File: src/icpf_pkg.sv
// Constants and types for the isolated converter protection sequencer
package icpf_pkg;

    // ****************************************
    // Timing
    // ****************************************
    localparam int CLK_MHZ = 40;
    localparam int LOW_TIME_US = 150;
    localparam int LOW_TIME_CYC = LOW_TIME_US * CLK_MHZ;
    localparam int SS_STEP_US = 128;
    localparam int SS_STEPS = 7;
    localparam int SS_CYC = SS_STEP_US * SS_STEPS * CLK_MHZ;
    localparam int DEGLITCH_US = 3000;
    localparam int DEGLITCH_CYC = DEGLITCH_US * CLK_MHZ;
    localparam int CNT_W = 17;

    // ****************************************
    // Register map
    // ****************************************
    localparam int ADDR_W = 4;
    localparam logic [3:0] CTRL_OFS = 4'h0;
    localparam logic [3:0] STATUS_OFS = 4'h4;
    localparam logic [3:0] CAUSE_OFS = 4'h8;
    localparam int CTRL_PERMIT_BIT = 0;
    localparam logic CTRL_PERMIT_RESET = 1'b1;
    localparam int STATUS_STATE_LSB = 0;
    localparam int STATUS_SWITCH_BIT = 4;
    localparam int STATUS_GOOD_BIT = 5;
    localparam int STATUS_PIN_BIT = 6;
    localparam int STATUS_REQ_BIT = 7;
    localparam int STATUS_LOWLONG_BIT = 8;

    // Latched fault causes
    localparam int CAUSE_UV_MAIN = 0;
    localparam int CAUSE_UV_AUX = 1;
    localparam int CAUSE_OV_MAIN = 2;
    localparam int CAUSE_OV_AUX = 3;
    localparam int CAUSE_FAILSAFE = 4;
    localparam int CAUSE_HEAT_PRI = 5;
    localparam int CAUSE_HEAT_SEC = 6;
    localparam int CAUSE_W = 7;

    // Positions in the synchronised input vector
    localparam int IN_REQ = 0;
    localparam int IN_SUP_RESET = 1;
    localparam int IN_SUP_LOW = 2;
    localparam int IN_SUP_HIGH = 3;
    localparam int IN_UV_MAIN = 4;
    localparam int IN_UV_AUX = 5;
    localparam int IN_OV_MAIN = 6;
    localparam int IN_OV_AUX = 7;
    localparam int IN_FAILSAFE = 8;
    localparam int IN_HEAT_PRI = 9;
    localparam int IN_HEAT_SEC = 10;
    localparam int IN_PIN = 11;
    localparam int IN_W = 12;

    typedef enum logic [2:0] {
        ST_AUTO_LOCK,
        ST_DISABLED,
        ST_SOFT_START,
        ST_RUN,
        ST_LATCHED
    } icpf_state_type;

endpackage

File: src/icpf_sync.sv
// Two-stage synchroniser for a vector of asynchronous levels
`timescale 1ns/100ps
module icpf_sync #(
    parameter int WIDTH = 1
) (
    input wire logic core_clk_i,
    input wire logic resetn_i,
    input wire logic [WIDTH-1:0] async_i,
    output logic [WIDTH-1:0] sync_o
);

    logic [WIDTH-1:0] meta_reg;
    logic [WIDTH-1:0] sync_reg;

    // First stage feeds only the second stage
    always_ff @(posedge core_clk_i) begin
        if (!resetn_i) begin
            meta_reg <= '0;
            sync_reg <= '0;
        end else begin
            meta_reg <= async_i;
            sync_reg <= meta_reg;
        end
    end

    assign sync_o = sync_reg;

endmodule

File: src/icpf_top.sv
// Enable, output-good and fault-protection sequencer for an isolated converter
`timescale 1ns/100ps
module icpf_top #(
    parameter int LOW_TIME_CYC = icpf_pkg::LOW_TIME_CYC,
    parameter int SS_CYC = icpf_pkg::SS_CYC,
    parameter int DEGLITCH_CYC = icpf_pkg::DEGLITCH_CYC
) (
    input wire logic core_clk_i,
    input wire logic resetn_i,
    // Host turn-on request pin
    input wire logic turn_on_request_i,
    // Supply comparators, hysteretic
    input wire logic supply_reset_i,
    input wire logic supply_low_i,
    input wire logic supply_high_i,
    // Feedback comparators, hysteretic
    input wire logic main_feedback_sense_low_i,
    input wire logic aux_feedback_sense_low_i,
    input wire logic main_feedback_sense_high_i,
    input wire logic aux_feedback_sense_high_i,
    input wire logic failsafe_rail_high_i,
    // Heat comparators, high until below recovery
    input wire logic primary_heat_limit_i,
    input wire logic secondary_heat_limit_i,
    // Open-drain output-good pin
    input wire logic output_good_flag_in_i,
    output logic output_good_flag_out_o,
    output logic output_good_flag_oe_o,
    // Converter control
    output logic switch_enable_o,
    output logic soft_start_o,
    output logic latched_off_o,
    // Register port
    input wire logic [icpf_pkg::ADDR_W-1:0] reg_addr_i,
    input wire logic [31:0] reg_wdata_i,
    input wire logic reg_wr_i,
    input wire logic reg_rd_i,
    output logic [31:0] reg_rdata_o
);

    // ****************************************
    // Input synchronisation
    // ****************************************
    logic [icpf_pkg::IN_W-1:0] raw_in;
    logic [icpf_pkg::IN_W-1:0] sync_in;

    assign raw_in = {
        output_good_flag_in_i,
        secondary_heat_limit_i,
        primary_heat_limit_i,
        failsafe_rail_high_i,
        aux_feedback_sense_high_i,
        main_feedback_sense_high_i,
        aux_feedback_sense_low_i,
        main_feedback_sense_low_i,
        supply_high_i,
        supply_low_i,
        supply_reset_i,
        turn_on_request_i
    };

    icpf_sync #(
        .WIDTH(icpf_pkg::IN_W)
    ) u_sync (
        .core_clk_i(core_clk_i),
        .resetn_i(resetn_i),
        .async_i(raw_in),
        .sync_o(sync_in)
    );

    logic req_s;
    logic sup_reset_s;
    logic sup_low_s;
    logic sup_high_s;
    logic uv_main_s;
    logic uv_aux_s;
    logic ov_main_s;
    logic ov_aux_s;
    logic failsafe_s;
    logic heat_pri_s;
    logic heat_sec_s;
    logic pin_s;

    assign req_s = sync_in[icpf_pkg::IN_REQ];
    assign sup_reset_s = sync_in[icpf_pkg::IN_SUP_RESET];
    assign sup_low_s = sync_in[icpf_pkg::IN_SUP_LOW];
    assign sup_high_s = sync_in[icpf_pkg::IN_SUP_HIGH];
    assign uv_main_s = sync_in[icpf_pkg::IN_UV_MAIN];
    assign uv_aux_s = sync_in[icpf_pkg::IN_UV_AUX];
    assign ov_main_s = sync_in[icpf_pkg::IN_OV_MAIN];
    assign ov_aux_s = sync_in[icpf_pkg::IN_OV_AUX];
    assign failsafe_s = sync_in[icpf_pkg::IN_FAILSAFE];
    assign heat_pri_s = sync_in[icpf_pkg::IN_HEAT_PRI];
    assign heat_sec_s = sync_in[icpf_pkg::IN_HEAT_SEC];
    assign pin_s = sync_in[icpf_pkg::IN_PIN];

    // ****************************************
    // Control register
    // ****************************************
    logic permit_reg;

    always_ff @(posedge core_clk_i) begin
        if (!resetn_i) begin
            permit_reg <= icpf_pkg::CTRL_PERMIT_RESET;
        end else if (reg_wr_i && reg_addr_i == icpf_pkg::CTRL_OFS) begin
            permit_reg <= reg_wdata_i[icpf_pkg::CTRL_PERMIT_BIT];
        end
    end

    // Software can hold the converter off as if the request were low
    logic req_eff;
    assign req_eff = req_s && permit_reg;

    // ****************************************
    // Fault terms
    // ****************************************
    // Overvoltage, fail-safe and heat act in soft-start too
    logic hard_fault;
    logic uv_fault;
    logic any_fault;
    assign hard_fault = ov_main_s | ov_aux_s | failsafe_s | heat_pri_s | heat_sec_s;
    assign uv_fault = uv_main_s | uv_aux_s;
    assign any_fault = hard_fault | uv_fault;

    // ****************************************
    // Request low-time measurement
    // ****************************************
    logic [icpf_pkg::CNT_W-1:0] low_cnt_reg;
    logic low_long;

    assign low_long = low_cnt_reg == icpf_pkg::CNT_W'(LOW_TIME_CYC);

    always_ff @(posedge core_clk_i) begin
        if (!resetn_i) begin
            low_cnt_reg <= '0;
        end else if (req_eff) begin
            low_cnt_reg <= '0;
        end else if (!low_long) begin
            low_cnt_reg <= low_cnt_reg + 1'b1;
        end
    end

    // ****************************************
    // State machine
    // ****************************************
    icpf_pkg::icpf_state_type state_reg;
    icpf_pkg::icpf_state_type state_next;
    logic [icpf_pkg::CNT_W-1:0] ss_cnt_reg;
    logic ss_done;
    logic [icpf_pkg::CAUSE_W-1:0] cause_reg;
    logic [icpf_pkg::CAUSE_W-1:0] cause_set;
    logic fault_take;

    assign ss_done = ss_cnt_reg == icpf_pkg::CNT_W'(SS_CYC - 1);

    // Faults seen in the current switching state
    always_comb begin
        cause_set = '0;
        if (state_reg == icpf_pkg::ST_SOFT_START || state_reg == icpf_pkg::ST_RUN) begin
            cause_set[icpf_pkg::CAUSE_OV_MAIN] = ov_main_s;
            cause_set[icpf_pkg::CAUSE_OV_AUX] = ov_aux_s;
            cause_set[icpf_pkg::CAUSE_FAILSAFE] = failsafe_s;
            cause_set[icpf_pkg::CAUSE_HEAT_PRI] = heat_pri_s;
            cause_set[icpf_pkg::CAUSE_HEAT_SEC] = heat_sec_s;
            // Undervoltage only counts from the last soft-start cycle (ss_done) on
            if (state_reg == icpf_pkg::ST_RUN || ss_done) begin
                cause_set[icpf_pkg::CAUSE_UV_MAIN] = uv_main_s;
                cause_set[icpf_pkg::CAUSE_UV_AUX] = uv_aux_s;
            end
        end
    end

    assign fault_take = |cause_set;

    always_comb begin
        state_next = state_reg;
        if (sup_reset_s) begin
            // Reset level drops every protection, latched ones too
            state_next = icpf_pkg::ST_AUTO_LOCK;
        end else begin
            unique case (state_reg)
                icpf_pkg::ST_AUTO_LOCK: begin
                    if (!sup_low_s && !sup_high_s) begin
                        if (req_eff) begin
                            state_next = icpf_pkg::ST_SOFT_START;
                        end else begin
                            state_next = icpf_pkg::ST_DISABLED;
                        end
                    end
                end
                icpf_pkg::ST_DISABLED: begin
                    if (sup_low_s || sup_high_s) begin
                        state_next = icpf_pkg::ST_AUTO_LOCK;
                    end else if (req_eff) begin
                        state_next = icpf_pkg::ST_SOFT_START;
                    end
                end
                icpf_pkg::ST_SOFT_START, icpf_pkg::ST_RUN: begin
                    if (fault_take) begin
                        state_next = icpf_pkg::ST_LATCHED;
                    end else if (sup_low_s || sup_high_s) begin
                        state_next = icpf_pkg::ST_AUTO_LOCK;
                    end else if (!req_eff) begin
                        state_next = icpf_pkg::ST_DISABLED;
                    end else if (state_reg == icpf_pkg::ST_SOFT_START && ss_done) begin
                        state_next = icpf_pkg::ST_RUN;
                    end
                end
                icpf_pkg::ST_LATCHED: begin
                    // Supply lockouts pass by without touching the latch
                    if (req_eff && low_long && !any_fault && !sup_low_s && !sup_high_s) begin
                        state_next = icpf_pkg::ST_SOFT_START;
                    end
                end
                default: begin
                    state_next = icpf_pkg::ST_AUTO_LOCK;
                end
            endcase
        end
    end

    always_ff @(posedge core_clk_i) begin
        if (!resetn_i) begin
            state_reg <= icpf_pkg::ST_AUTO_LOCK;
        end else begin
            state_reg <= state_next;
        end
    end

    // ****************************************
    // Soft-start timer
    // ****************************************
    always_ff @(posedge core_clk_i) begin
        if (!resetn_i) begin
            ss_cnt_reg <= '0;
        end else if (state_reg == icpf_pkg::ST_SOFT_START && !ss_done) begin
            ss_cnt_reg <= ss_cnt_reg + 1'b1;
        end else begin
            ss_cnt_reg <= '0;
        end
    end

    // ****************************************
    // Fault cause record
    // ****************************************
    // Cleared when the latch is released or the supply reset level is seen, never while a set is pending
    always_ff @(posedge core_clk_i) begin
        if (!resetn_i) begin
            cause_reg <= '0;
        end else if (fault_take) begin
            cause_reg <= cause_reg | cause_set;
        end else if (sup_reset_s) begin
            cause_reg <= '0;
        end else if (state_reg == icpf_pkg::ST_LATCHED && state_next == icpf_pkg::ST_SOFT_START) begin
            cause_reg <= '0;
        end
    end

    // ****************************************
    // Start-up deglitch of the good flag
    // ****************************************
    logic [icpf_pkg::CNT_W-1:0] dg_cnt_reg;
    logic armed_reg;

    // Applied once per start, so regulation ripple later cannot stall the flag
    always_ff @(posedge core_clk_i) begin
        if (!resetn_i) begin
            dg_cnt_reg <= '0;
            armed_reg <= 1'b0;
        end else if (state_reg != icpf_pkg::ST_RUN) begin
            dg_cnt_reg <= '0;
            armed_reg <= 1'b0;
        end else if (!armed_reg) begin
            if (dg_cnt_reg == icpf_pkg::CNT_W'(DEGLITCH_CYC - 1)) begin
                armed_reg <= 1'b1;
            end else begin
                dg_cnt_reg <= dg_cnt_reg + 1'b1;
            end
        end
    end

    // ****************************************
    // Outputs
    // ****************************************
    logic switch_reg;
    logic soft_reg;
    logic latched_reg;
    logic good_reg;

    always_ff @(posedge core_clk_i) begin
        if (!resetn_i) begin
            switch_reg <= 1'b0;
            soft_reg <= 1'b0;
            latched_reg <= 1'b0;
        end else begin
            switch_reg <= state_next == icpf_pkg::ST_SOFT_START || state_next == icpf_pkg::ST_RUN;
            soft_reg <= state_next == icpf_pkg::ST_SOFT_START;
            latched_reg <= state_next == icpf_pkg::ST_LATCHED;
        end
    end

    // Comparator bands sit at the output tolerance window
    always_ff @(posedge core_clk_i) begin
        if (!resetn_i) begin
            good_reg <= 1'b0;
        end else begin
            good_reg <= state_reg == icpf_pkg::ST_RUN && state_next == icpf_pkg::ST_RUN
                && armed_reg && !any_fault;
        end
    end

    assign switch_enable_o = switch_reg;
    assign soft_start_o = soft_reg;
    assign latched_off_o = latched_reg;
    assign output_good_flag_out_o = 1'b0;
    assign output_good_flag_oe_o = good_reg;

    // ****************************************
    // Register read
    // ****************************************
    logic [31:0] rdata_reg;
    logic [31:0] status_word;

    always_comb begin
        status_word = '0;
        status_word[icpf_pkg::STATUS_STATE_LSB +: 3] = state_reg;
        status_word[icpf_pkg::STATUS_SWITCH_BIT] = switch_reg;
        status_word[icpf_pkg::STATUS_GOOD_BIT] = good_reg;
        status_word[icpf_pkg::STATUS_PIN_BIT] = pin_s;
        status_word[icpf_pkg::STATUS_REQ_BIT] = req_s;
        status_word[icpf_pkg::STATUS_LOWLONG_BIT] = low_long;
    end

    always_ff @(posedge core_clk_i) begin
        if (!resetn_i) begin
            rdata_reg <= '0;
        end else if (reg_rd_i) begin
            unique case (reg_addr_i)
                icpf_pkg::CTRL_OFS: begin
                    rdata_reg <= {31'h0, permit_reg};
                end
                icpf_pkg::STATUS_OFS: begin
                    rdata_reg <= status_word;
                end
                icpf_pkg::CAUSE_OFS: begin
                    rdata_reg <= {25'h0, cause_reg};
                end
                default: begin
                    rdata_reg <= '0;
                end
            endcase
        end else begin
            rdata_reg <= '0;
        end
    end

    assign reg_rdata_o = rdata_reg;

endmodule

File: config.mk
export PLATFORM = sky130hd
export DESIGN_NAME = icpf_top
export DESIGN_NICKNAME = d
export VERILOG_FILES = /design/src/icpf_pkg.sv /design/src/icpf_sync.sv /design/src/icpf_top.sv
export SDC_FILE = /design/constraint.sdc
export NUM_CORES = 1
export LEC_CHECK = 0
export BUFFER_PORTS_ARGS = -buffer_cell sky130_fd_sc_hd__buf_2
export CAP_MARGIN = 20
export CORE_UTILIZATION = 53
export DETAILED_ROUTE_END_ITERATION = 10
export PLACE_DENSITY = 0.87
export REMOVE_ABC_BUFFERS = 1
export SLEW_MARGIN = 5
export SYNTH_ARGS = -nofsm -noshare
export SYNTH_HDL_FRONTEND = slang
export SYNTH_SLANG_ARGS = --single-unit
File: constraint.sdc
create_clock -name core_clk_i -period 4.7 [get_ports core_clk_i]
set_input_delay 0.47 -clock core_clk_i [delete_from_list [all_inputs] [get_ports core_clk_i]]
set_output_delay 0.47 -clock core_clk_i [all_outputs]
set_load 0.02 [all_outputs]
==> Yosys cells after proc, flatten, opt, wreduce, memory -nomap -nowiden <==
Index checks and enable logic that the tools add are counted.
{ "totals": {"ff_bits": 123, "inputBits": 52, "output_inout_bits": 37, "word_cells": 90} }
{ "op_classes": {"addsub": 3, "eq_ne": 13, "muxes": 19, "bitwise": 10, "n_reduce_logical": 31} }
{ "op_table": {"columns": ["cell", "n"], "rows": [
  ["17-bit by 1-bit adder with 17-bit output, second input constant", 3],
  ["7-bit 2-to-1 mux", 4],
  ["3-bit 2-to-1 mux", 9],
  ["9-bit one-hot mux with 3 select lines", 1],
  ["17-bit by 13-bit == test with 1-bit output, second input constant", 1],
  ["17-bit by 16-bit == test with 1-bit output, second input constant", 1],
  ["17-bit == test, second input constant", 1],
  ["1-bit logical AND", 13],
  ["3-bit by 2-bit == test with 1-bit output, second input constant", 4],
  ["3-bit one-hot mux with 4 select lines", 1],
  ["7-bit bitwise OR", 1],
  ["7-bit OR reduction", 1],
  ["3-bit == test, second input constant", 2],
  ["1-bit bitwise OR", 6],
  ["2-bit AND reduction", 3],
  ["2-bit OR reduction", 3],
  ["4-bit by 3-bit == test with 1-bit output, second input constant", 1],
  ["4-bit == test, second input constant", 1],
  ["1-bit logical NOT", 4],
  ["4-bit logical NOT", 1],
  ["1-bit logical OR", 4],
  ["2-bit 2-to-1 mux", 2],
  ["3-bit by 1-bit == test with 1-bit output, second input constant", 1],
  ["3-bit logical NOT", 1],
  ["4 further kinds", 7]
]} }

==> Logic depth before layout (Yosys ltp) <==
Gate-level depths: netlist of run 1.
{ "depth": {"word_depth": 17, "mapped_depth": 8, "depth_no_buf": 7} }

==> Cells and area by module <==
Synthesis of run 1 repeated with hierarchy kept, for this count alone.
{ "unflattened": {"hier_cells": 461, "hier_area_um2": 4245.3} }
{ "by_module_without_submodules": {"columns": ["module", "n_inst", "cells_each", "area_per_inst_um2", "seq_area_each_um2"], "rows": [
  ["icpf_top", 1, 411, 3569.7, 1521.5],
  ["icpf_sync", 1, 50, 675.6, 480.5]
]} }

==> Worst setup path before layout of run 1 <==
OpenSTA, ideal clock, no wires.
{ "synth_path": {"kind": "register -> register", "start": "reg low_cnt_reg[7] (netlist bit)", "end": "reg cause_reg[0] (netlist bit)", "setup_ps": 122, "t_arrival_ps": 2358, "t_required_ps": 4578, "slack_ps": 2220, "path_stages_with_launch": 7, "n_path_buf": 1, "path_cell_list": "dfxtp_1 -> or4b_1 -> or4_1 -> buf_2 -> or4_4 -> a22oi_4 -> nor2_1"} }
{ "synth_between": {"elab_chain_cells": 11} }
{ "synth_rtl": {"columns": ["element", "line_no", "source"], "rows": [
  ["from (decl)", "icpf_top.sv:128", "logic [icpf_pkg::CNT_W-1:0] low_cnt_reg;"],
  ["from (signal assigned)", "icpf_top.sv:139", "low_cnt_reg <= low_cnt_reg + 1'b1;"],
  ["17-bit by 13-bit == test with 1-bit output", "icpf_top.sv:131", "assign low_long = low_cnt_reg == icpf_pkg::CNT_W'(LOW_TIME_CYC);"],
  ["1-bit logical AND (4 in a row)", "icpf_top.sv:211", "if (req_eff && low_long && !any_fault && !sup_low_s && !sup_high_s) begin"],
  ["3-bit 2-to-1 mux", "icpf_top.sv:211", null],
  ["3-bit one-hot mux with 4 select lines", "icpf_top.sv:181", "unique case (state_reg)"],
  ["3-bit 2-to-1 mux", "icpf_top.sv:177", "if (sup_reset_s) begin"],
  ["3-bit by 2-bit == test with 1-bit output", "icpf_top.sv:254", "end else if (state_reg == icpf_pkg::ST_LATCHED && state_next == icpf_pkg::ST_SOFT_START) begin"],
  ["1-bit logical AND", "icpf_top.sv:254", null],
  ["3-bit nonzero test (no source line)", null, null],
  ["to (signal assigned)", "icpf_top.sv:251", "cause_reg <= cause_reg | cause_set;"],
  ["to (decl)", "icpf_top.sv:150", "logic [icpf_pkg::CAUSE_W-1:0] cause_reg;"]
]} }
Every way passes these cells.
A chain may end at the register's enable or synchronous reset.

==> Worst setup path in the final report of run 1 <==
{ "layout_path": {"start": "reg low_cnt_reg[12] (netlist bit)", "end": "reg cause_reg[1] (netlist bit)"} }
The elaborated chain is that of the path after synthesis.

==> results of run 1 <==
-- placed cells by master, fill, tap and decap left out, drive strengths merged, types with 2 or more instances in the layout --
master,instances
dfxtp,100
nor2,75
buf,33
nand2,27
and2,26
conb,24
xor2,23
nand3,19
xnor2,18
a21oi,17
and3,11
nor3,10
nand4,9
clkbuf,9
o21ai,7
inv,7
or3,6
a22oi,6
and4,5
nor2b,4
ha,4
nor4,3
mux2i,3
or3b,3
or4,3
nand3b,2
nor3b,2
o21a,2
nand2b,2
a31oi,2
o2bb2ai,2
clkinv,2
-- stage by stage --
step | cells | util, % | hold slack, ns
final | 574 | 59.9 | 0.299
after global routing | 574 | 59.9 | 0.284
after CTS | 574 | 59.9 | 0.281
after detailed placement | 558 | 57.2 | 0.422
after global placement | 558 | 57.2 | 0.414
after floorplan | 426 | - | 0.412
-- power groups by stage --
stage	Sequential [W]	Combinational, W	Clock, W
6_report	0.000869	0.0000705	0.000532
5_1_grt	0.000871	0.0000800	0.000580
4_1_cts	0.000869	0.0000701	0.000545
3_5_place_dp	0.000889	0.0000697	0
3_3_place_gp	0.000888	0.0000667	0
2_1_floorplan	0.000887	0.0000496	0
-- area by class of cell --
| cell class | count | area [um^2] |
|---|---|---|
| timing repair buffer | 33 | 165 |
| clock inverter | 7 | 75.1 |
| tap | 99 | 124 |
| sequential | 100 | 2000 |
| fill | 627 | 2920 |
| inverter | 3 | 11.3 |
| clock buffer | 9 | 124 |
| multi-input combinational | 323 | 1870 |
-- kinds of logic (layout without fill, tap and decap cells) --
logic type | after synthesis | after routing
other cells | 1 | 24
mux | 4 | 4
simple gates | 212 | 212
flops | 100 | 100
buf+inv | 35 | 52
xor+xnor | 41 | 41
compound gates | 38 | 38
fa+ha+maj | 4 | 4
-- worst max-delay path, delay by kind of cell (launching register included) --
kind	cells	cell delay, ns
simple gates	4	1.80
compound gates	1	0.30
flops	1	0.45
-- worst paths after layout --
kind | start | end
worst max-delay path | low_cnt_reg[12] | cause_reg[1]
worst min-delay path | failsafe_rail_high_i | u_sync.meta_reg[8]
worst max register to register | low_cnt_reg[12] | cause_reg[1]
worst min register to register | u_sync.meta_reg[4] | u_sync.sync_o[4]
-- metal layers --
layer  track usage (%)  wire, um  vias up  part of all wire [%]
met5                 0         0        -                     0
met4              8.51       120        0                   1.7
met3              5.17       231       14                   3.2
met2              35.0      3810       51                    52
met1              23.3      3090     1410                    43
li1                  -         -     1494                     -
==> results.md, run 1 <==
Worst hold path:
- The tightest min-delay check is of the in -> reg type.
- The worst hold path passes through 2 cells.

Clock network:
- The clock passes through at most 2 buffers.
- The number of clock sinks seen by CTS is 100.
- The clock tree from TritonCTS is built.
- Clock-pin slew was measured on the worst setup and hold paths at 0.10 ns.
- The buffer type at the clock tree root is sky130_fd_sc_hd__clkbuf_8.
- The hold-fix buffer count after cts is 0.
- Clock latency on the worst-skew pair, taken at its later pin, is 0.37 ns.
- The number of buffers created by CTS is 9.
- In this run, post-CTS repair resized a total of 0 instances.
- After clock tree synthesis, the setup repair step added 0 buffers.
- The maximum level of the CTS H-tree is 3.

GRT:
- The remaining global-route overflow is 0.
- The number of antenna violations at the first check in global routing is 0.
- The first global-routing pass estimated 12000 um of wire.
- The largest net degree at the start of global routing is 31.
- The via count of the first global-routing pass is 2763.
- Global routing used 20.0% of the available tracks across all layers.

Timing:
- Setup repair after global routing left no endpoint under its margin.
- After routing, the total negative slack on setup checks comes to 0 ns.
- The final count of hold timing violations was 0.
- The setup-violating endpoint count in the final report is 0.
- The total count of max-transition violations in the final report is 0.
- Counting I/O delays and the setup requirement, the final critical path takes 2.67 ns.
- The worst-case clock skew is 0.0104 ns.
- The remaining max-slew budget at the tightest pin is 42.5%.
- The fmax is 375 MHz.
- The final worst-path cycle share is 56.7%.
- For the pin with the worst max-slew slack, the measured transition is 0.855 ns.
- In the post-route analysis, the smallest setup slack over all paths is 2.03 ns.

Detailed routing:
- The total routed wirelength is 7250 um.
- The total number of vias is 2969.
- The first routing iteration left 95 violations.
- The detail route stage leaves a number of antenna-violating nets equal to 0.
- Before antenna repair, the detailed router went through 4 iterations.
- The detailed-route vias per instance is 5.17.
- The average wire per cell in the routed design is 12.6 um.
- The total DRC errors in the routed layout is 0.

Synth:
- Sorting the synthesized cells by area gives the leading types as sky130_fd_sc_hd__dfxtp_1 (50%), sky130_fd_sc_hd__nor2_1 (7.0%), sky130_fd_sc_hd__xor2_1 (5.0%).
- sky130_fd_sc_hd__dfxtp_1 is the most common cell in the netlist.
- The synthesis-stage register bit count is 100.
- The warning count from the yosys run is 0.
- The fraction of post-synthesis cell area in the top cell type by area is 50.0%.
- The post-synthesis adder-cell area fraction is 1.25%.
- The parity-gate share of the synthesized area counting xor and xnor cells is 8.97%.
- For this run, the leading register cell type out of synthesis is sky130_fd_sc_hd__dfxtp_1.
- By area, the combinational part of the netlist is dominated by simple AND/OR/NAND/NOR gates.
- Sorting the synthesized cells by how often they occur yields sky130_fd_sc_hd__dfxtp_1 (100), sky130_fd_sc_hd__nor2_1 (75), sky130_fd_sc_hd__nand2_1 (27).
- The synthesized netlist contains 44 unique library cells.
- Dividing the synthesized area by the synthesized cell count gives 9.21 um^2.
- Summing the sequential cell areas from Yosys gives 50.0% of the chip area.
- The share of synthesized flip-flops with an asynchronous set or reset is 0%.
- The synthesized instance count is 435.
- The synthesized-area fraction occupied by and/or/nand/nor cells is 27.0%.
- The multiplexer fraction of the synthesized cell area is 1.03%.
- The fraction of the mapped netlist area in compound gates is 6.15%.
- The number of enable-type register cells in the synthesized netlist is 0.
- The post-synthesis cell area is 4010 um^2.
- The synthesized design spends more area on one cell type than any other, namely sky130_fd_sc_hd__dfxtp_1.

Setup path:
- The slack of the worst reg-to-reg path is 2.03 ns.
- The critical path goes through or4b_1 > or4_1 > or4_4 > a22oi_4 > nor2_1.
- The critical path data required time is 4.96 ns.
- Data arrives at the worst endpoint at 2.93 ns.
- The capturing element type of the critical path is a flop.
- The largest stage delay on the critical path is 0.64 ns.
- On the critical path, the stage with the largest delay is an instance of sky130_fd_sc_hd__or4_1.
- In this run the worst path has a maximum fanout of 7.
- The critical path in this run is classified as reg -> reg.
- The cell count of the worst reg-to-reg path is 5.
- The worst setup path is launched from a flop.

Job:
- The tool flagged a number of max-cap violations equal to 0.

Power and ir drop:
- The maximum resistive drop on vdd is 0.000243 V.
- The switching power as a share of total power is 25.7%.
- Of the total power, combinational logic draws 4.8%.
- The share of total power dissipated in sequential elements is 59.1%.
- The completed layout was analyzed and its total power is 0.00147 W.
- For this design the total switching power over the nets is 0.000377 W.
- The clock network is responsible for 36.1% of the overall power.
- The total internal power is 0.00109 W.
- The analysis attributes to cell leakage a power of 1.67 nW.
- The cell area power density is 337 nW/um^2.

Die:
- The initial cell density of the core is 54.9%.
- The die width is 88.9 um.
- The height of the chip is 88.9 um.
- In this run the count of I/O pins placed on the die edge is 89.
- The floorplan step defined a core boundary enclosing 7290 um^2.
- The cell row count is 31.
- The total die area is 7910 um^2.

Finish:
- The repair_antennas step left the layout with diodes totalling 0.
- Of the cells placed in the final design, the portion with a size suffix greater than 1 is 11.4%.
- The final instance area is 4370 um^2.
- The post-synthesis to final-layout area growth is 9.06%.
- The number of nets in the layout is 526.

Placement:
- Prior to clock tree synthesis, the placed netlist has a worst setup slack of 2.05 ns.
- The total of buffers placed on input and output ports is 33.
- The placed instances occupy a cell area of 4170 um^2.
- The placer congestion estimate is 0.831.
- The estimated wirelength of the detail-placed design is 5020 um.

Status:
- The run finished with clean final reports.
Power figures use the tool's default switching activity.
==> run 2: changes to the inputs <==
- CORE_UTILIZATION: 53 -> 48
- PLACE_DENSITY: 0.87 -> 0.84
- clock period: 4.7 -> 2.3 ns (I/O delays scaled with it)
==> results.md, run 2 (same netlist as run 1, synthesis figures left out) <==
GRT:
- The number of antenna violations at the first check in global routing is 0.
- The first global-routing pass estimated 12200 um of wire.
- The total overflow left after global routing is 0.
- The largest net degree at the start of global routing is 26.
- The via count of the first global-routing pass is 2723.
- For this run, the total global-route usage over all layers was measured as 17.8%.

Setup path:
- On the critical path the largest part of the delay comes from simple AND/OR/NAND/NOR gates.
- The critical path data required time is 2.62 ns.
- Across all register-to-register paths, the minimum setup slack is -0.02 ns.
- The worst-path cell with the longest stage delay is sky130_fd_sc_hd__or4_4.
- For the worst setup path, the data arrival time is 2.64 ns.
- In this design, the stage delay of the slowest critical-path cell is 0.53 ns.
- The cell count of the worst reg-to-reg path is 6.
- The worst setup path is captured at a flop.
- The logic depth of the worst setup path including buffers is 6.
- The end of the worst register-to-register path is soft_start_o.
- The most critical setup path has its startpoint at low_cnt_reg[11].
- The number of buffers and inverters on the critical path is 1.
- The launching element type of the critical path is a flop.
- The start-to-end type of the worst setup path is reg -> reg.
- The critical register-to-register path startpoint is low_cnt_reg[11].
- The signal on the critical path passes through or4b_4 > or4_4 > or4_4 > buf_4 > o2bb2ai_4 > and2_1.
- The cell with the most instances on the worst path is sky130_fd_sc_hd__or4_4.
- Along the worst path, the maximum fanout reaches 4.
- In this run the worst setup path terminates at soft_start_o.

Finish:
- The number of nets in the layout is 545.
- The share of final-layout standard cells stronger than drive strength 1 is 16.6%.
- The leading cell type in the layout, fill and taps excluded is sky130_fd_sc_hd__dfxtp_1.
- Measured on the finished design, the core utilization comes to 57.8%.
- The post-synthesis to final-layout area growth is 13.8%.
- In the layout the commonest cells are sky130_fd_sc_hd__dfxtp_1 (97), sky130_fd_sc_hd__nor2_1 (74), sky130_fd_sc_hd__buf_2 (33).
- The number of antenna diodes is 0.

Timing:
- Once routing completed, OpenROAD measured the worst setup slack at -0.0241 ns.
- The slew of the pin with the lowest slew margin is 0.609 ns.
- Subtracting the final worst setup slack from the clock period gives 2.32 ns.
- The total count of max-transition violations in the final report came to 0.
- Derived from the worst setup path, the maximum achievable clock frequency is 430 MHz.
- The remaining max-slew budget at the tightest pin is 59.0%.
- Setup repair after global routing could not meet its margin everywhere.
- The worst hold slack across all endpoints is 0.0508 ns.
- The final worst-path cycle share is 101%.
- Across the routed clock network, the largest skew measured is 0.0131 ns.
- The final count of hold timing violations came to 0.
- The setup-violating endpoint count in the final report is 5.

Clock network:
- After clock tree synthesis, the clock-pin slew on the worst setup and hold paths is 0.11 ns.
- CTS saw 100 sinks.
- No sink is reached through more buffers than the 2 on the longest clock path.
- The H-tree was split into 3 levels.
- TritonCTS built the clock tree.
- Buffers inserted during clock tree synthesis total 9.
- The source-to-sink clock delay at the later pin of the worst-skew pair is 0.37 ns.
- The buffer type at the clock tree root is sky130_fd_sc_hd__clkbuf_8.

Detailed routing:
- After the first detailed-routing iteration, the DRC count stood at 92.
- The final layout contains routed wiring with a total length of 7350 um.
- The count of nets left with antenna violations once routing finished came out at 0.
- The total iterations of the first detailed-routing run is 4.
- The total DRC errors in the routed layout is 0.
- The detailed-route vias per instance is 5.07.
- Dividing the detail-routed wire length by the instance count gives 12.3 um.
- The total number of vias is 3020.

Die:
- The die width is 93.3 um.
- The floorplan step defined a die boundary enclosing 8710 um^2.
- The height of the chip is 93.3 um.
- In this run the standard cell core region covers 7890 um^2.
- The initial cell density of the core is 50.8%.
- The initialized floorplan defines 32 standard-cell rows.
- During I/O placement, the number of pins put on the boundary was 89.

Status:
- The final reports fail on negative setup slack.
- The run finished, with violations left.

Power and ir drop:
- VDD sags by at most 0.000495 V.
- In this run the static leakage power is 1.78 nW.
- The total chip power is 0.00306 W.
- The cell area power density is 671 nW/um^2.

Placement:
- The worst slack at placement is -0.282 ns.
- The estimated wirelength of the detail-placed design is 5090 um.
- Input and output buffers added on the ports amount to 33.
- The congestion estimate from routability-driven global placement came to 0.804.

Job:
- The tool flagged a number of max-cap violations equal to 0.

Worst hold path:
- The path class of the tightest hold or removal check is in -> reg.
-- run 2: layout make-up --
type                    count  area, um^2
repair buffers             52         308
well taps                 102         128
flip-flops and latches    100        2010
multi-input cells         323        1900
clock inverters             6        63.8
fillers                   655        3330
clock buffers              10         138
inverters                   3        11.3
-- run 2: power by group --
part / total, W / switching, W / internal, W
logic: 0.000167 / 0.000106 / 0.0000608
registers: 0.00177 / 0.0000153 / 0.00176
clock network: 0.00112 / 0.000660 / 0.000455
total: 0.00306 / 0.000782 / 0.00227
-- run 2: repair_timing --
item / 4_1_cts / 5_1_grt
setup buffers: 1 / 1
hold buffers: 0 / 0
cloned: 0 / 0
pin swaps: 7 / 1
setup endpoints to repair: 10 / 22
gates resized for setup: 3 / 7
-- run 2: worst min path at each step --
stage          depth (start not counted)            endpoint  slack [ns]                      start
2_1_floorplan                          1          permit_reg        0.29                   resetn_i
3_3_place_gp                           1   u_sync.sync_o[10]        0.41        u_sync.meta_reg[10]
6_report                               2  u_sync.meta_reg[2]        0.05               supply_low_i
4_1_cts                                2  u_sync.meta_reg[4]        0.04  main_feedback_sense_low_i
5_1_grt                                2  u_sync.meta_reg[4]        0.04  main_feedback_sense_low_i
3_5_place_dp                           1    u_sync.sync_o[8]        0.42         u_sync.meta_reg[8]
-- run 2: worst reg2reg max path, cell delays in order, from the launching register on --
cell and delay [ns]:
sky130_fd_sc_hd__dfxtp_2 0.34, sky130_fd_sc_hd__or4b_4 0.51, sky130_fd_sc_hd__or4_4 0.44, sky130_fd_sc_hd__or4_4 0.53
sky130_fd_sc_hd__buf_4 0.18, sky130_fd_sc_hd__o2bb2ai_4 0.14, sky130_fd_sc_hd__and2_1 0.14
-- run 2: metal layers --
layer	share of wire, %	global-route usage, %
met1	44	21.6
met2	50	30.2
met3	4.4	5.12
met4	1.8	5.64
met5	0	0
-- run 2: per-stage QoR --
| stage | instance area [um^2] | TNS (ns) | cells |
|---|---|---|---|
| after CTS | 4520 | 0 | 595 |
| after global placement | 4300 | -1.66 | 578 |
| after floorplan | 3880 | -1.19 | 426 |
| after global routing | 4560 | -0.727 | 596 |
| after detailed placement | 4300 | -2.15 | 578 |
| final | 4560 | -0.0489 | 596 |
==> run 3: changes to the inputs <==
- BUFFER_PORTS_ARGS: -buffer_cell sky130_fd_sc_hd__buf_2 -> not set
- CORE_UTILIZATION: 48 -> 53
- DONT_BUFFER_PORTS: not set -> 1
- PLACE_DENSITY: 0.84 -> 0.8
==> results.md, run 3 (same netlist as run 1, synthesis figures left out) <==
Detailed routing:
- The detailed-route vias per instance is 5.17.
- After detailed routing, the wire length on met1 is 3260 um.
- The detail route stage leaves a number of antenna-violating nets equal to 0.
- The total number of vias is 2960.
- The total DRC errors in the routed layout is 0.
- The detailed route wirelength on metal2 is 3680 um.
- The violation count after the first detailed-route iteration is 112.
- For this run, the detailed router's first-pass iteration total came to 5.
- The highest layer touched by signal routing is met4.
- After detailed routing, the average wire length per cell comes to 12.8 um.
- Summed over all layers, the routed wires come to 7310 um.
- The met3 routed wirelength is 274 um.

Timing:
- In this run the tightest slew margin relative to its limit is 55.9%.
- The worst-case clock skew is 0.0110 ns.
- Setup repair after global routing could not meet its margin everywhere.
- The final count of hold timing violations is 0.
- Hold is met by 0.0773 ns.
- The total count of max-transition violations in the final report is 0.
- The final worst-path cycle share is 105%.
- The shortest clock period the worst path allows after layout is 2.41 ns.
- After layout, the worst setup slack is -0.109 ns.
- At the pin with the least slew margin, the transition time is 0.659 ns.
- The sum of negative setup slack is -0.685 ns.
- For this run, the top clock speed supported by timing is 415 MHz.
- The setup-violating endpoint count in the final report is 8.

Finish:
- After the flow finishes, the layout carries non-filler instances totaling 572.
- The repair_antennas step left the layout with diodes totalling 0.
- The final layout contains 524 nets.
- The post-synthesis to final-layout area growth is 12.1%.
- The share of final-layout standard cells stronger than drive strength 1 is 9.73%.
- The library cell used most frequently in the layout, excluding fill and tap cells, is sky130_fd_sc_hd__dfxtp_1.
- The top cell types in the final layout, fill and taps aside, are sky130_fd_sc_hd__dfxtp_1 (97), sky130_fd_sc_hd__nor2_1 (74), sky130_fd_sc_hd__nand2_1 (27).
- The utilization after layout is 61.5%.

Clock network:
- Clock-pin slew was measured on the worst setup and hold paths at 0.10 ns.
- The number of clock sinks seen by CTS is 100.
- The root buffer cell chosen for the clock tree is sky130_fd_sc_hd__clkbuf_8.
- The maximum number of buffers from clock root to sink is 2.
- For the worst-skew pair, the clock arrives at the later sink with an insertion delay of 0.37 ns.
- In this run the number of H-tree levels came out at 3.
- The clock tree from TritonCTS is built.
- The number of buffers created by CTS is 9.

Setup path:
- The setup path with the least slack is of type reg -> reg.
- For the worst setup path, the data required time is 2.56 ns.
- STA classifies the critical path startpoint as a flop.
- Along the worst path, the maximum fanout reaches 7.
- Data arrives at the worst endpoint at 2.67 ns.
- The capturing element type of the critical path is a flop.

Die:
- The cell row count is 31.
- The die is 88.9 um tall.
- Once the floorplan was initialized, standard cells occupied 54.9% of the core.
- 89 I/O pins were placed.
- The die width is 88.9 um.
- The floorplan step defined a core boundary enclosing 7290 um^2.
- The floorplan step defined a die boundary enclosing 7910 um^2.

Power and ir drop:
- In this run the static leakage power is 1.66 nW.
- The maximum resistive drop on vdd is 0.000515 V.
- For this design the ratio of total power to cell area is 663 nW/um^2.

GRT:
- The first-pass GRT wire length is 11300 um.
- The via count of the first global-routing pass came to 2599.
- The number of antenna violations at the first check in global routing is 0.
- The largest net degree at the start of global routing is 26.
- The all-layer global routing usage is 18.6%.
- For this run the aggregate overflow at the end of global routing stands at 0.

Placement:
- After legalization and detailed placement, the total HPWL measured 4780 um.
- The total of buffers placed on input and output ports is 0.
- The total instance count after detailed placement is 541.
- The worst slack at placement is -0.268 ns.
- The placer congestion estimate is 0.829.

Status:
- The checks that failed: negative setup slack.
- The flow ran to the end, but the final reports show violations.

Worst hold path:
- In this run the worst hold path is classified as in -> reg.

Job:
- The total of max-cap violations is 0.
==> run 3: per-layer routing <==
metal,up-vias,track usage (%)
li1,1490,-
met1,1399,22.6
met2,62,31.0
met3,9,6.09
met4,0,6.49
met5,-,0
==> run 3: per-stage QoR <==
step	area, um^2	total power [W]
after floorplan	3880	0.00191
after global placement	4120	0.00194
after detailed placement	4120	0.00195
after CTS	4460	0.00298
after global routing	4490	0.00309
final	4490	0.00297
==> run 3: layout make-up <==
cell class	instances	area (um^2)
fill	600	2800
sequential	100	2010
multi-input combinational	323	1890
timing repair buffer	31	268
clock buffer	10	138
tap	99	124
clock inverter	6	47.5
inverter	3	11.3
==> run 3: final timing paths <==
check	to	from	slack, ns	cells after the start
setup / recovery	cause_reg[2]	low_cnt_reg[13]	-0.11	5
setup reg to reg	cause_reg[2]	low_cnt_reg[13]	-0.11	5
hold reg to reg	u_sync.sync_o[11]	u_sync.meta_reg[11]	0.44	1
hold / removal	reg_rdata_o[0]	reg_addr_i[3]	0.08	3
==> run 3: what timing repair did <==
| action | in CTS | in global routing |
|---|---|---|
| hold endpoints to repair | 25 | 0 |
| setup buffers | 0 | 1 |
| gates resized for setup | 4 | 5 |
| hold buffers | 14 | 0 |
| setup endpoints to repair | 10 | 8 |
| pin swaps | 9 | 3 |
==> run 3: power by group <==
part           leakage (nW)  internal [W]  total [W]  switching [W]
clock                0.0815      0.000429    0.00104       0.000606
combinational         0.761     0.0000645   0.000164      0.0000996
sequential            0.813       0.00176    0.00178      0.0000173
total                  1.66       0.00225    0.00297       0.000723
==> run 3: worst max-delay path: stages (launching register included) <==
cell and delay (ns):
sky130_fd_sc_hd__dfxtp_1 0.33, sky130_fd_sc_hd__or4b_4 0.55, sky130_fd_sc_hd__or4_4 0.48, sky130_fd_sc_hd__or4_4 0.54
sky130_fd_sc_hd__a22oi_4 0.32, sky130_fd_sc_hd__nor2_1 0.09
